### config.mk
export PLATFORM = sky130hd
export DESIGN_NAME = video_tu_framing_host
export DESIGN_NICKNAME = d
export VERILOG_FILES = /design/src/core/video_tu_pkg.sv /design/src/core/video_tu_framing_host.sv
export SDC_FILE = /design/constraint.sdc
export NUM_CORES = 1
export LEC_CHECK = 0
export BUFFER_PORTS_ARGS = -buffer_cell sky130_fd_sc_hd__buf_4
export CAP_MARGIN = 40
export CORE_UTILIZATION = 63
export CTS_BUF_LIST = sky130_fd_sc_hd__clkbuf_2 sky130_fd_sc_hd__clkbuf_4 sky130_fd_sc_hd__clkbuf_8
export CTS_CLUSTER_DIAMETER = 120
export DETAILED_ROUTE_END_ITERATION = 7
export PLACE_DENSITY_LB_ADDON = 0.08
export SLEW_MARGIN = 10
export SYNTH_ARGS = -nofsm -noshare
export SYNTH_HDL_FRONTEND = slang
export SYNTH_SLANG_ARGS = --single-unit
### constraint.sdc
create_clock -name aclk -period 9.06 [get_ports aclk]
set_input_delay 0.453 -clock aclk [delete_from_list [all_inputs] [get_ports aclk]]
set_output_delay 0.453 -clock aclk [all_outputs]
set_load 0.05 [all_outputs]
### src/core/video_tu_pkg.sv
// Constants for the transfer-unit framing register host controller
package video_tu_pkg;
  // Device register map, written over the device's own register port
  localparam logic [11:0] lane_word_count_off = 12'h1bc;
  localparam logic [11:0] interlace_flag_off = 12'h1c0;
  localparam logic [11:0] tu_whole_bytes_off = 12'h1c4;
  localparam logic [11:0] tu_fraction_bytes_off = 12'h1c8;
  localparam logic [11:0] line_start_delay_off = 12'h1cc;
  localparam logic [6:0] line_start_delay_rst = 7'h20;
  localparam logic [2:0] dev_reg_last = 3'h4;
  // Own register map, reached over the AXI4-Lite slave
  localparam logic [7:0] ctrl_off = 8'h00;
  localparam logic [7:0] active_pixels_per_line_off = 8'h04;
  localparam logic [7:0] bpp_off = 8'h08;
  localparam logic [7:0] vbw_off = 8'h0c;
  localparam logic [7:0] lbw_off = 8'h10;
  localparam logic [7:0] status_off = 8'h14;
  localparam logic [7:0] res_lwc_off = 8'h18;
  localparam logic [7:0] res_tu_off = 8'h1c;
  // Control fields
  localparam int ctrl_start_bit = 0;
  localparam int ctrl_lane_lsb = 1;
  localparam int ctrl_mst_bit = 3;
  localparam int ctrl_fmt_lsb = 4;
  localparam int ctrl_ilace_bit = 6;
  localparam int ctrl_tu64_bit = 7;
  localparam logic [7:0] ctrl_rst = 8'h80;
  // Status fields
  localparam int stat_busy_bit = 0;
  localparam int stat_done_bit = 1;
  localparam int stat_err_bit = 2;
  // Result field positions in res_tu
  localparam int res_frac_lsb = 8;
  localparam int res_delay_lsb = 20;
  // Framing arithmetic
  localparam int word_shift = 4;
  localparam int frac_bits = 10;
  localparam logic [6:0] tu_len_short = 7'h20;
  localparam logic [6:0] tu_len_long = 7'h40;
  localparam logic [6:0] small_whole_limit = 7'h04;
  localparam logic [6:0] small_whole_delay = 7'h40;
  localparam logic [8:0] third_mul = 9'hab;
  localparam int third_shift = 9;
  localparam logic [1:0] resp_okay = 2'h0;
  localparam logic [1:0] resp_slverr = 2'h2;
  typedef enum logic [1:0] {
    lanes_one = 2'h0,
    lanes_two = 2'h1,
    lanes_four = 2'h2
  } lanes_t;
  typedef enum logic [1:0] {
    fmt_rgb_444 = 2'h0,
    fmt_422 = 2'h1,
    fmt_y_only = 2'h2
  } fmt_t;
  typedef enum logic [1:0] {
    st_idle = 2'h0,
    st_divide = 2'h1,
    st_write = 2'h3,
    st_resp = 2'h2
  } state_t;
endpackage

### src/core/video_tu_framing_host.sv
// Host controller that computes and programs transfer-unit framing values
// Summary of operation
// - Line word total is ceil(active pixels times bits per pixel over 16).
// - One lane: lane word count is the word total minus one.
// - Two lanes: word total plus (total mod 2) minus two.
// - Four lanes: word total plus (total mod 4) minus four.
// - Multi-stream mode always uses the four-lane formula.
// - The interlace flag is written as one for an interlaced source.
// - Whole bytes per unit is the integer part of bandwidth ratio times length.
// - Fraction field is the fractional part of that product times 1024.
// - With whole bytes of four or less the line start delay is 64.
// - Else the delay is length minus whole bytes, halved for 4:2:2, thirded for luma.
// - The transfer unit length is 32 or 64, 64 after reset, always even.
//
// Added by the designer: the AXI4-Lite interface to the registers.
`timescale 1ns/1ps
module video_tu_framing_host #(
  parameter int DIV_W = 34,
  parameter logic [31:0] DEV_BASE = 32'h0000_0000
) (
  input wire logic aclk,
  input wire logic aresetn,
  input wire logic [7:0] s_axi_awaddr,
  input wire logic s_axi_awvalid,
  output logic s_axi_awready,
  input wire logic [31:0] s_axi_wdata,
  input wire logic [3:0] s_axi_wstrb,
  input wire logic s_axi_wvalid,
  output logic s_axi_wready,
  output logic [1:0] s_axi_bresp,
  output logic s_axi_bvalid,
  input wire logic s_axi_bready,
  input wire logic [7:0] s_axi_araddr,
  input wire logic s_axi_arvalid,
  output logic s_axi_arready,
  output logic [31:0] s_axi_rdata,
  output logic [1:0] s_axi_rresp,
  output logic s_axi_rvalid,
  input wire logic s_axi_rready,
  output logic [31:0] m_axi_awaddr,
  output logic m_axi_awvalid,
  input wire logic m_axi_awready,
  output logic [31:0] m_axi_wdata,
  output logic [3:0] m_axi_wstrb,
  output logic m_axi_wvalid,
  input wire logic m_axi_wready,
  input wire logic [1:0] m_axi_bresp,
  input wire logic m_axi_bvalid,
  output logic m_axi_bready
);
  logic s_wready_reg;
  logic s_bvalid_reg;
  logic [1:0] s_bresp_reg;
  logic s_arready_reg;
  logic s_rvalid_reg;
  logic [31:0] s_rdata_reg;
  logic [1:0] s_rresp_reg;
  logic [7:0] ctrl_reg;
  logic [15:0] active_pixels_per_line_reg;
  logic [5:0] bpp_reg;
  logic [15:0] vbw_reg;
  logic [15:0] lbw_reg;
  logic busy_reg;
  logic done_reg;
  logic err_reg;
  logic start_pulse;
  logic wr_en;
  logic wr_hit;
  video_tu_pkg::state_t state_reg;
  logic [2:0] idx_reg;
  logic [$clog2(DIV_W+1)-1:0] cnt_reg;
  logic [DIV_W-1:0] quo_reg;
  logic [16:0] rem_reg;
  logic [16:0] trial;
  logic [31:0] lwc_reg;
  logic ilace_reg;
  logic [6:0] tu_reg;
  logic [6:0] whole_reg;
  logic [9:0] frac_reg;
  logic [6:0] delay_reg;
  logic [21:0] pix_bits;
  logic [31:0] words;
  logic [31:0] lwc_next;
  logic [6:0] delay_next;
  logic [6:0] diff;
  logic [15:0] diff_third;
  logic [6:0] whole_next;
  logic [DIV_W-1:0] dividend;
  logic m_awvalid_reg;
  logic m_wvalid_reg;
  logic m_bready_reg;
  logic [31:0] m_awaddr_reg;
  logic [31:0] m_wdata_reg;
  logic aw_left;
  logic w_left;

  function automatic logic [31:0] merge_strb(input logic [31:0] old,
                                             input logic [31:0] nw,
                                             input logic [3:0] strb);
    logic [31:0] r;
    r = old;
    for (int b = 0; b < 4; b++) begin
      if (strb[b]) begin
        r[b*8 +: 8] = nw[b*8 +: 8];
      end
    end
    return r;
  endfunction

  function automatic logic [11:0] dev_off(input logic [2:0] i);
    logic [11:0] r;
    r = video_tu_pkg::lane_word_count_off;
    unique case (i)
      3'h0: r = video_tu_pkg::lane_word_count_off;
      3'h1: r = video_tu_pkg::interlace_flag_off;
      3'h2: r = video_tu_pkg::tu_whole_bytes_off;
      3'h3: r = video_tu_pkg::tu_fraction_bytes_off;
      default: r = video_tu_pkg::line_start_delay_off;
    endcase
    return r;
  endfunction

  function automatic logic [31:0] dev_data(input logic [2:0] i,
                                           input logic [31:0] lwc,
                                           input logic il,
                                           input logic [6:0] wh,
                                           input logic [9:0] fr,
                                           input logic [6:0] dl);
    logic [31:0] r;
    r = lwc;
    unique case (i)
      3'h0: r = lwc;
      3'h1: r = {31'h0000_0000, il};
      3'h2: r = {25'h000_0000, wh};
      3'h3: r = {22'h00_0000, fr};
      default: r = {25'h000_0000, dl};
    endcase
    return r;
  endfunction

  // Slave write channel: take address and data together, answer one later
  assign wr_en = s_wready_reg;
  assign wr_hit = (s_axi_awaddr <= video_tu_pkg::res_tu_off) &&
                  (s_axi_awaddr[1:0] == 2'h0);
  always_ff @(posedge aclk) begin
    if (!aresetn) begin
      s_wready_reg <= 1'b0;
      s_bvalid_reg <= 1'b0;
      s_bresp_reg <= video_tu_pkg::resp_okay;
    end else begin
      s_wready_reg <= s_axi_awvalid && s_axi_wvalid && !s_wready_reg &&
                      !s_bvalid_reg;
      if (wr_en) begin
        s_bvalid_reg <= 1'b1;
        s_bresp_reg <= wr_hit ? video_tu_pkg::resp_okay :
                       video_tu_pkg::resp_slverr;
      end else if (s_axi_bready) begin
        s_bvalid_reg <= 1'b0;
      end
    end
  end

  // Own configuration registers
  always_ff @(posedge aclk) begin
    if (!aresetn) begin
      ctrl_reg <= video_tu_pkg::ctrl_rst;
      active_pixels_per_line_reg <= 16'h0000;
      bpp_reg <= 6'h00;
      vbw_reg <= 16'h0000;
      lbw_reg <= 16'h0000;
    end else if (wr_en) begin
      unique case (s_axi_awaddr)
        video_tu_pkg::ctrl_off: ctrl_reg <= 8'(merge_strb(
          {24'h00_0000, ctrl_reg}, s_axi_wdata, s_axi_wstrb));
        video_tu_pkg::active_pixels_per_line_off: active_pixels_per_line_reg <= 16'(merge_strb(
          {16'h0000, active_pixels_per_line_reg}, s_axi_wdata, s_axi_wstrb));
        video_tu_pkg::bpp_off: bpp_reg <= 6'(merge_strb(
          {26'h000_0000, bpp_reg}, s_axi_wdata, s_axi_wstrb));
        video_tu_pkg::vbw_off: vbw_reg <= 16'(merge_strb(
          {16'h0000, vbw_reg}, s_axi_wdata, s_axi_wstrb));
        video_tu_pkg::lbw_off: lbw_reg <= 16'(merge_strb(
          {16'h0000, lbw_reg}, s_axi_wdata, s_axi_wstrb));
        default: ;
      endcase
    end
  end

  // Start is self-clearing; ignored while a sequence runs
  assign start_pulse = wr_en && (s_axi_awaddr == video_tu_pkg::ctrl_off) &&
                       s_axi_wstrb[0] &&
                       s_axi_wdata[video_tu_pkg::ctrl_start_bit] && !busy_reg;

  // Slave read channel
  always_ff @(posedge aclk) begin
    if (!aresetn) begin
      s_arready_reg <= 1'b0;
      s_rvalid_reg <= 1'b0;
      s_rdata_reg <= 32'h0000_0000;
      s_rresp_reg <= video_tu_pkg::resp_okay;
    end else begin
      s_arready_reg <= s_axi_arvalid && !s_arready_reg && !s_rvalid_reg;
      if (s_arready_reg) begin
        s_rvalid_reg <= 1'b1;
        s_rresp_reg <= video_tu_pkg::resp_okay;
        unique case (s_axi_araddr)
          video_tu_pkg::ctrl_off: s_rdata_reg <= {24'h00_0000,
            ctrl_reg[7:1], 1'b0};
          video_tu_pkg::active_pixels_per_line_off: s_rdata_reg <= {16'h0000, active_pixels_per_line_reg};
          video_tu_pkg::bpp_off: s_rdata_reg <= {26'h000_0000, bpp_reg};
          video_tu_pkg::vbw_off: s_rdata_reg <= {16'h0000, vbw_reg};
          video_tu_pkg::lbw_off: s_rdata_reg <= {16'h0000, lbw_reg};
          video_tu_pkg::status_off: s_rdata_reg <= {29'h0000_0000,
            err_reg, done_reg, busy_reg};
          video_tu_pkg::res_lwc_off: s_rdata_reg <= lwc_reg;
          video_tu_pkg::res_tu_off: s_rdata_reg <= {5'h00, delay_reg,
            2'h0, frac_reg, 1'b0, whole_reg};
          default: begin
            s_rdata_reg <= 32'h0000_0000;
            s_rresp_reg <= video_tu_pkg::resp_slverr;
          end
        endcase
      end else if (s_axi_rready) begin
        s_rvalid_reg <= 1'b0;
      end
    end
  end

  // Word total and per-lane count from the live configuration
  always_comb begin
    pix_bits = active_pixels_per_line_reg * bpp_reg;
    words = {14'h0000, pix_bits[21:video_tu_pkg::word_shift]} +
            {31'h0000_0000, |pix_bits[video_tu_pkg::word_shift-1:0]};
    if (ctrl_reg[video_tu_pkg::ctrl_mst_bit] ||
        ctrl_reg[video_tu_pkg::ctrl_lane_lsb +: 2] ==
        video_tu_pkg::lanes_four) begin
      lwc_next = words + {30'h0000_0000, words[1:0]} - 32'h4;
    end else if (ctrl_reg[video_tu_pkg::ctrl_lane_lsb +: 2] ==
                 video_tu_pkg::lanes_two) begin
      lwc_next = words + {31'h0000_0000, words[0]} - 32'h2;
    end else begin
      lwc_next = words - 32'h1;
    end
    dividend = DIV_W'({vbw_reg, (ctrl_reg[video_tu_pkg::ctrl_tu64_bit] ?
      video_tu_pkg::tu_len_long : video_tu_pkg::tu_len_short)} >> 7) *
      DIV_W'(ctrl_reg[video_tu_pkg::ctrl_tu64_bit] ?
      video_tu_pkg::tu_len_long : video_tu_pkg::tu_len_short)
      << video_tu_pkg::frac_bits;
  end

  // Line start delay from the quotient once division ends
  always_comb begin
    whole_next = quo_reg[video_tu_pkg::frac_bits +: 7];
    diff = tu_reg - whole_next;
    diff_third = 16'((diff * video_tu_pkg::third_mul) >>
                     video_tu_pkg::third_shift);
    if (whole_next <= video_tu_pkg::small_whole_limit) begin
      delay_next = video_tu_pkg::small_whole_delay;
    end else if (ctrl_reg[video_tu_pkg::ctrl_fmt_lsb +: 2] ==
                 video_tu_pkg::fmt_422) begin
      delay_next = diff >> 1;
    end else if (ctrl_reg[video_tu_pkg::ctrl_fmt_lsb +: 2] ==
                 video_tu_pkg::fmt_y_only) begin
      delay_next = diff_third[6:0];
    end else begin
      delay_next = diff;
    end
  end

  assign trial = {rem_reg[15:0], quo_reg[DIV_W-1]};

  // Sequencer: divide, then program the five device registers in order
  always_ff @(posedge aclk) begin
    if (!aresetn) begin
      state_reg <= video_tu_pkg::st_idle;
      idx_reg <= 3'h0;
      cnt_reg <= '0;
      quo_reg <= '0;
      rem_reg <= 17'h0_0000;
      lwc_reg <= 32'h0000_0000;
      ilace_reg <= 1'b0;
      tu_reg <= video_tu_pkg::tu_len_long;
      whole_reg <= 7'h00;
      frac_reg <= 10'h000;
      delay_reg <= video_tu_pkg::line_start_delay_rst;
      busy_reg <= 1'b0;
      done_reg <= 1'b0;
      err_reg <= 1'b0;
      m_awvalid_reg <= 1'b0;
      m_wvalid_reg <= 1'b0;
      m_bready_reg <= 1'b0;
      m_awaddr_reg <= 32'h0000_0000;
      m_wdata_reg <= 32'h0000_0000;
    end else begin
      unique case (state_reg)
        video_tu_pkg::st_idle: begin
          if (start_pulse) begin
            busy_reg <= 1'b1;
            done_reg <= 1'b0;
            err_reg <= 1'b0;
            lwc_reg <= lwc_next;
            ilace_reg <= ctrl_reg[video_tu_pkg::ctrl_ilace_bit];
            tu_reg <= ctrl_reg[video_tu_pkg::ctrl_tu64_bit] ?
              video_tu_pkg::tu_len_long : video_tu_pkg::tu_len_short;
            quo_reg <= dividend;
            rem_reg <= 17'h0_0000;
            cnt_reg <= '0;
            idx_reg <= 3'h0;
            state_reg <= video_tu_pkg::st_divide;
          end
        end
        video_tu_pkg::st_divide: begin
          // One quotient bit a cycle keeps the divider small
          if (trial >= {1'b0, lbw_reg}) begin
            rem_reg <= trial - {1'b0, lbw_reg};
            quo_reg <= {quo_reg[DIV_W-2:0], 1'b1};
          end else begin
            rem_reg <= trial;
            quo_reg <= {quo_reg[DIV_W-2:0], 1'b0};
          end
          if (cnt_reg == ($clog2(DIV_W+1))'(DIV_W - 1)) begin
            state_reg <= video_tu_pkg::st_write;
            m_awvalid_reg <= 1'b1;
            m_wvalid_reg <= 1'b1;
            m_awaddr_reg <= DEV_BASE + {20'h0_0000, dev_off(3'h0)};
            m_wdata_reg <= lwc_reg;
          end else begin
            cnt_reg <= cnt_reg + 1'b1;
          end
        end
        video_tu_pkg::st_write: begin
          if (idx_reg == 3'h0) begin
            whole_reg <= whole_next;
            frac_reg <= quo_reg[video_tu_pkg::frac_bits-1:0];
            delay_reg <= delay_next;
          end
          if (!aw_left && !w_left) begin
            m_awvalid_reg <= 1'b0;
            m_wvalid_reg <= 1'b0;
            m_bready_reg <= 1'b1;
            state_reg <= video_tu_pkg::st_resp;
          end else begin
            m_awvalid_reg <= aw_left;
            m_wvalid_reg <= w_left;
          end
        end
        video_tu_pkg::st_resp: begin
          if (m_axi_bvalid) begin
            m_bready_reg <= 1'b0;
            err_reg <= err_reg || (m_axi_bresp != video_tu_pkg::resp_okay);
            if (idx_reg == video_tu_pkg::dev_reg_last) begin
              busy_reg <= 1'b0;
              done_reg <= 1'b1;
              state_reg <= video_tu_pkg::st_idle;
            end else begin
              idx_reg <= idx_reg + 3'h1;
              m_awvalid_reg <= 1'b1;
              m_wvalid_reg <= 1'b1;
              m_awaddr_reg <= DEV_BASE +
                {20'h0_0000, dev_off(idx_reg + 3'h1)};
              m_wdata_reg <= dev_data(idx_reg + 3'h1, lwc_reg, ilace_reg,
                whole_reg, frac_reg, delay_reg);
              state_reg <= video_tu_pkg::st_write;
            end
          end
        end
      endcase
    end
  end

  assign aw_left = m_awvalid_reg && !m_axi_awready;
  assign w_left = m_wvalid_reg && !m_axi_wready;

  assign s_axi_awready = s_wready_reg;
  assign s_axi_wready = s_wready_reg;
  assign s_axi_bvalid = s_bvalid_reg;
  assign s_axi_bresp = s_bresp_reg;
  assign s_axi_arready = s_arready_reg;
  assign s_axi_rvalid = s_rvalid_reg;
  assign s_axi_rdata = s_rdata_reg;
  assign s_axi_rresp = s_rresp_reg;
  assign m_axi_awaddr = m_awaddr_reg;
  assign m_axi_awvalid = m_awvalid_reg;
  assign m_axi_wdata = m_wdata_reg;
  assign m_axi_wstrb = 4'hf;
  assign m_axi_wvalid = m_wvalid_reg;
  assign m_axi_bready = m_bready_reg;
endmodule

### Word level (Yosys, flattened, before mapping)

Cells that the tools add are included.

* $add $sub $neg: 10
* multiply operators: 3
* $lt $le $gt $ge: 3
* equality and inequality tests: 30
* muxes and demuxes: 63
* reduce and logical (&&, ||, !) cells: 59

Operators with widths (count)
* $mux 32: 8
* $pmux 32 s8: 1
* $pmux 32 s2: 2
* $pmux 32 s4: 1
* $pmux 34 s2: 1
* $eq 8x5->1 const B: 5
* $mux 7: 5
* $mux 34: 1
* $reduce_and 3->1: 11
* $eq 8x4->1 const B: 4
* $mux 16: 2
* $pmux 16 s2: 1
* $pmux 7 s4: 1
* $mul 16x7->23: 1
* $mul 16x6->22: 1
* $sub 20x2->21 const B: 1
* $sub 20x3->21 const B: 1
* $add 19x1->20: 1
* $add 19x2->20: 1
* $reduce_and 4->1: 5
* $sub 19x1->20 const B: 1
* $add 18x1->19: 1
* $mux 1: 19
* $ge 17x16->1: 1
* other kinds (34): 92

* flip-flop bits (word level): 297
* bits of input ports: 64
* output and inout port bits: 112
* logic and storage cells: 202

### Longest topological paths before layout

* depth in word-level cells: 7
* depth in mapped cells: 29

### Worst setup path before layout

Ideal clock, no wire load.

* path kind: flip-flop to flip-flop
* from: register bpp_reg[5]
* to: register lwc_reg[13]
* library setup time: 91 ps
* arrival time: 7123 ps
* required time: 8969 ps
* path slack: 1846 ps
* stages on the path, launching flop included: 28
* path buffers: 2
* period minus slack after synthesis: 7214 ps
* path through: dfxtp_1 -> clkbuf_1 -> nand2_1 -> fa_1 -> fa_1 -> fa_1 -> inv_1 -> ha_1 -> xor2_1 -> ha_1 -> or4b_1 -> a211oi_2 -> nand4_2 -> nor4_4 -> xnor2_1 -> inv_2 -> ha_1 -> clkbuf_1 -> a21oi_1 -> a21boi_1 -> o211ai_1 -> mux2i_1 -> nor4b_1 -> a311o_1 -> a32o_1 -> nand2_1 -> a211oi_1 -> a311oi_1

* longest elaborated chain between the ends: 6
* elaborated cells between the ends (all ways): 9
* classes of those cells: add/sub (6); mul (1); mux (2)

Ends and longest elaborated chain
* start, declared: RTL line video_tu_framing_host.sv:60 `logic [5:0] bpp_reg;`
* start signal, assigned: RTL line video_tu_framing_host.sv:177 `video_tu_pkg::bpp_off: bpp_reg <= 6'(merge_strb(`
* $mul 16x6->22 *: RTL line video_tu_framing_host.sv:230 `pix_bits = active_pixels_per_line_reg * bpp_reg;`
* $add 18x1->19 *: RTL line video_tu_framing_host.sv:231 `words = {14'h0000, pix_bits[21:video_tu_pkg::word_shift]} +`
* $add 19x1->20: RTL line video_tu_framing_host.sv:239 `lwc_next = words + {31'h0000_0000, words[0]} - 32'h2;`
* $sub 20x2->21: RTL line video_tu_framing_host.sv:239
* $mux 32: RTL line video_tu_framing_host.sv:237 `end else if (ctrl_reg[video_tu_pkg::ctrl_lane_lsb +: 2] ==`
* $mux 32 *: RTL line video_tu_framing_host.sv:233 `if (ctrl_reg[video_tu_pkg::ctrl_mst_bit] ||`
* end signal, assigned: RTL line video_tu_framing_host.sv:300 `lwc_reg <= lwc_next;`
* end, declared: RTL line video_tu_framing_host.sv:75 `logic [31:0] lwc_reg;`

Mark *: on every way between the ends. The rest lies on a longest branch, timed or not.
A chain may end at the register's enable or synchronous reset.

### Final worst setup path

* from: register bpp_reg[4]
* to: register lwc_reg[13]

The elaborated chain is that of the path after synthesis.

==> results.md <==
* Run status: finished with violations
* Violated checks: design-rule violations
* Terminus of the critical flop-to-flop path: lwc_reg[13]$_SDFFE_PN0P_
* Via density per instance at 6.29
* Remaining global-route overflow at 0
* # rows at 62
* Clock network latency to the later pin of the worst-skew pair at 0.55 ns
* Final Slew Violations at 0
* Kind of critical path: reg -> reg
* Sinks on the clock net at 236
* Multi-input logic area at 12800 sq um
* Worst reg2reg startpoint: bpp_reg[4]$_SDFFE_PN0P_
* Violation count after the first detailed-route iteration at 2070
* Portion of the clock cycle consumed by the worst path in the final layout at 93.0%
* Routability Congestion at 0.948
* Number of antenna violations at the first check in global routing at 1
* Sequential share of the synthesized area at 25.1%
* Reg area at 4720 sq um
* Max frequency at 0.119 GHz
* # hold bufs at CTS at 0
* Total die area at 30500 sq um
* Max_cap viols at 0
* Required time at the worst-slack endpoint at 9.53 ns
* Clock period minus final worst setup slack at 8.42 ns
* Synth Instances at 2268
* Seq cells post-synth at 236
* Final worst hold slack at 0.164 ns
* Clock Skew at 0.0207 ns
* Via total after detailed routing at 17428
* Post-DP HPWL at 40800 um
* Final WL at 54600 um
* DRC errors left at 15
* Total of fill cells in the finished design at 2384
* Critical path capture point type: register
* Clock root buffer: sky130_fd_sc_hd__clkbuf_8
* Total clock buffers created by CTS at 38
* Most used flip-flop cell after synthesis: sky130_fd_sc_hd__dfxtp_1
* Worst endpoint data arrival time at 8.89 ns
* Peak supply drop at 121 uV
* Global-route wire length before repair at 87100 um
* Vertical extent of the die at 175 um
* Routed length per instance at 19.7 um
* Final cell count without fillers at 2770
* CORE AREA at 29000 sq um
* TritonCTS clock tree: yes
* Summed negative setup slack over all endpoints at 0 ns
* End point of the worst hold path: s_axi_awready$_SDFF_PN0_
* Max FFs per register at 34
* Number of cell instances on the worst register-to-register path at 25
* Pin slew with the least headroom to its limit at 0.930 ns
* Antenna Nets Post-Route at 0
* R2r setup slk at 0.64 ns
* I/O pin total at 176
* Synthesized area per cell at 8.29 sq um
* Via count of the first global-routing pass at 16442
* Number of cells upsized or downsized after cts at 0
* DRT Pass-1 Iters at 8
* Share of async-settable or async-resettable flops after synthesis at 0%
* Antenna cell count at 0
* Number of flops mapped to enable cells by yosys at 0
* Cell area after synthesis at 18800 sq um
* Pwr/cell area at 105 nW/um^2
* Pin count of the biggest net entering global routing at 90
* Number of endpoints with negative hold slack in the final report at 0
* Post-synthesis cell type count at 93
* Total of warnings raised by yosys at 0
* Starting density of the core at 64.8%
* Worst Hold Launch: s_axi_wvalid
* Fraction of final layout cells sized beyond drive strength 1 at 11.8%
* Setup violators final at 0
* Setup repair bufs after CTS at 0
* Lkg Pwr at 9.64 nW
* Net count reported at finish at 2668
* Number of levels the H-tree was split into at 2
* Cell depth of the worst hold path at 3
* Deepest clock path buffer count at 3
* Post-Place Cells at 2704
* Worst Hold Class: in -> reg
* Layout overhead on the synthesized area at 10.5%
* Worst-case headroom to the max-slew limit at 38.0%
* Global Route Usage Sum at 35.5%
* Port-buffer cells at 126
* CTS clk-pin slew, worst paths at 0.07 ns
* Launching element type of the critical path: register
* Setup repair after global routing missed its margin: no
* Overall die width at 175 um
* Worst Path Max Fanout at 18
## logic make-up after synthesis
group	after synthesis	share of synthesized area, %
AOI/OAI and AO/OA	569	20.6
xor gates and xnor gates	81	3.93
adders and majority gates	244	19.1
buffers and inverters	329	7.62
DFF	236	25.1
muxes	99	5.37
other	2	0.0399
and+or+nand+nor	708	18.3
## synth_stat cells (all sizes together) (7+ instances only)
cell | number | share of area (%)
a31oi | 24 | 0.80
xor2 | 30 | 1.4
and3 | 17 | 0.57
mux2 | 15 | 0.90
fa | 71 | 7.6
a21o | 47 | 1.9
nor3 | 40 | 1.1
dfxtp | 236 | 25
nand4 | 15 | 0.57
o31ai | 8 | 0.32
buf | 61 | 2.3
o21ai | 69 | 1.8
a22oi | 39 | 1.6
a222oi | 13 | 0.69
o221ai | 8 | 0.37
nand3 | 70 | 1.9
nor2b | 12 | 0.40
o21bai | 18 | 0.72
nand2 | 209 | 4.2
a211oi | 20 | 0.88
inv | 179 | 3.6
a221oi | 27 | 1.3
a221o | 9 | 0.48
xnor2 | 51 | 2.5
or3 | 7 | 0.23
or2 | 9 | 0.30
a22o | 14 | 0.65
nor2 | 186 | 3.7
clkbuf | 88 | 1.8
nand2b | 20 | 0.67
a21oi | 183 | 4.9
nor4 | 12 | 0.71
mux2i | 84 | 4.5
ha | 173 | 12
o211ai | 27 | 1.1
and2 | 94 | 3.1
## metal layers
layer | part of all wire (%) | vias to the layer above | global-route usage [%] | wire length (um)
li1 | - | 8077 | - | -
met1 | 43 | 8304 | 48.9 | 23300
met2 | 43 | 899 | 55.3 | 23700
met3 | 10 | 146 | 6.74 | 5670
met4 | 3.7 | 2 | 12.9 | 2020
met5 | 0.018 | - | 0 | 10
## area by class of cell
type | instances | share of cell area [%]
multi-input cells | 1747 | 61.8
repair buffers | 157 | 5.77
well taps | 384 | 2.31
clock inverters | 8 | 0.578
clock buffers | 58 | 3.48
inverters | 180 | 3.28
flip-flops and latches | 236 | 22.7
## worst max-delay path: stages (launching register included)
cell,delay (ns)
sky130_fd_sc_hd__dfxtp_1,0.83
sky130_fd_sc_hd__nand2_1,0.16
sky130_fd_sc_hd__fa_1,0.54
sky130_fd_sc_hd__fa_1,0.54
sky130_fd_sc_hd__fa_1,0.55
sky130_fd_sc_hd__inv_1,0.05
sky130_fd_sc_hd__ha_1,0.35
sky130_fd_sc_hd__xor2_1,0.26
sky130_fd_sc_hd__ha_1,0.25
sky130_fd_sc_hd__or4b_1,0.47
sky130_fd_sc_hd__a211oi_2,0.33
sky130_fd_sc_hd__nand4_2,0.24
sky130_fd_sc_hd__nor4_4,0.59
sky130_fd_sc_hd__xnor2_1,0.35
sky130_fd_sc_hd__inv_2,0.19
sky130_fd_sc_hd__ha_1,0.44
sky130_fd_sc_hd__a21oi_1,0.23
sky130_fd_sc_hd__a21boi_1,0.51
sky130_fd_sc_hd__o211ai_1,0.16
sky130_fd_sc_hd__mux2i_1,0.17
sky130_fd_sc_hd__nor4b_1,0.09
sky130_fd_sc_hd__a311o_1,0.32
sky130_fd_sc_hd__a32o_1,0.26
sky130_fd_sc_hd__nand2_1,0.09
sky130_fd_sc_hd__a211oi_1,0.09
sky130_fd_sc_hd__a311oi_1,0.25
## how the worst max path moves through the flow
stage	startpoint	end
2_1_floorplan	bpp_reg[5]$_SDFFE_PN0P_	lwc_reg[13]$_SDFFE_PN0P_
3_3_place_gp	bpp_reg[4]$_SDFFE_PN0P_	lwc_reg[17]$_SDFFE_PN0P_
3_5_place_dp	bpp_reg[4]$_SDFFE_PN0P_	lwc_reg[13]$_SDFFE_PN0P_
4_1_cts	bpp_reg[4]$_SDFFE_PN0P_	lwc_reg[13]$_SDFFE_PN0P_
5_1_grt	bpp_reg[5]$_SDFFE_PN0P_	lwc_reg[13]$_SDFFE_PN0P_
6_report	bpp_reg[4]$_SDFFE_PN0P_	lwc_reg[13]$_SDFFE_PN0P_
## per-stage QoR
step                utilization, %  total power, mW  instance area (sq um)  setup slack (ns)
finish                        71.6             2.19                  20800             0.638
global route                  71.6             2.24                  20800             0.129
CTS                           71.6             2.19                  20800             0.757
detailed placement            68.7             1.17                  19900             0.747
global placement              68.4             1.17                  19900             0.991
floorplan                        -             1.14                  19000              1.85
## cell usage in the layout (no fill, tap or decap), types with 29 or more instances in the layout
cell / count
sky130_fd_sc_hd__xor2_1: 29
sky130_fd_sc_hd__o21ai_0: 66
sky130_fd_sc_hd__dfxtp_1: 236
sky130_fd_sc_hd__clkbuf_8: 46
sky130_fd_sc_hd__fa_1: 71
sky130_fd_sc_hd__nor3_1: 38
sky130_fd_sc_hd__nand2_1: 209
sky130_fd_sc_hd__mux2i_1: 84
sky130_fd_sc_hd__and2_1: 93
sky130_fd_sc_hd__nor2_1: 182
sky130_fd_sc_hd__buf_4: 153
sky130_fd_sc_hd__a21oi_1: 182
sky130_fd_sc_hd__ha_1: 173
sky130_fd_sc_hd__conb_1: 46
sky130_fd_sc_hd__nand3_1: 69
sky130_fd_sc_hd__a21o_1: 47
sky130_fd_sc_hd__a22oi_1: 39
sky130_fd_sc_hd__inv_1: 177
sky130_fd_sc_hd__xnor2_1: 48
## power breakdown
| part | internal [mW] | total (mW) | switching, mW | leakage, nW |
|---|---|---|---|---|
| clock network | 0.595 | 1.04 | 0.445 | 0.440 |
| logic | 0.0269 | 0.108 | 0.0807 | 7.30 |
| registers | 1.04 | 1.04 | 0.00142 | 1.90 |
| total | 1.66 | 2.19 | 0.527 | 9.64 |
Power figures use the tool's default switching activity.
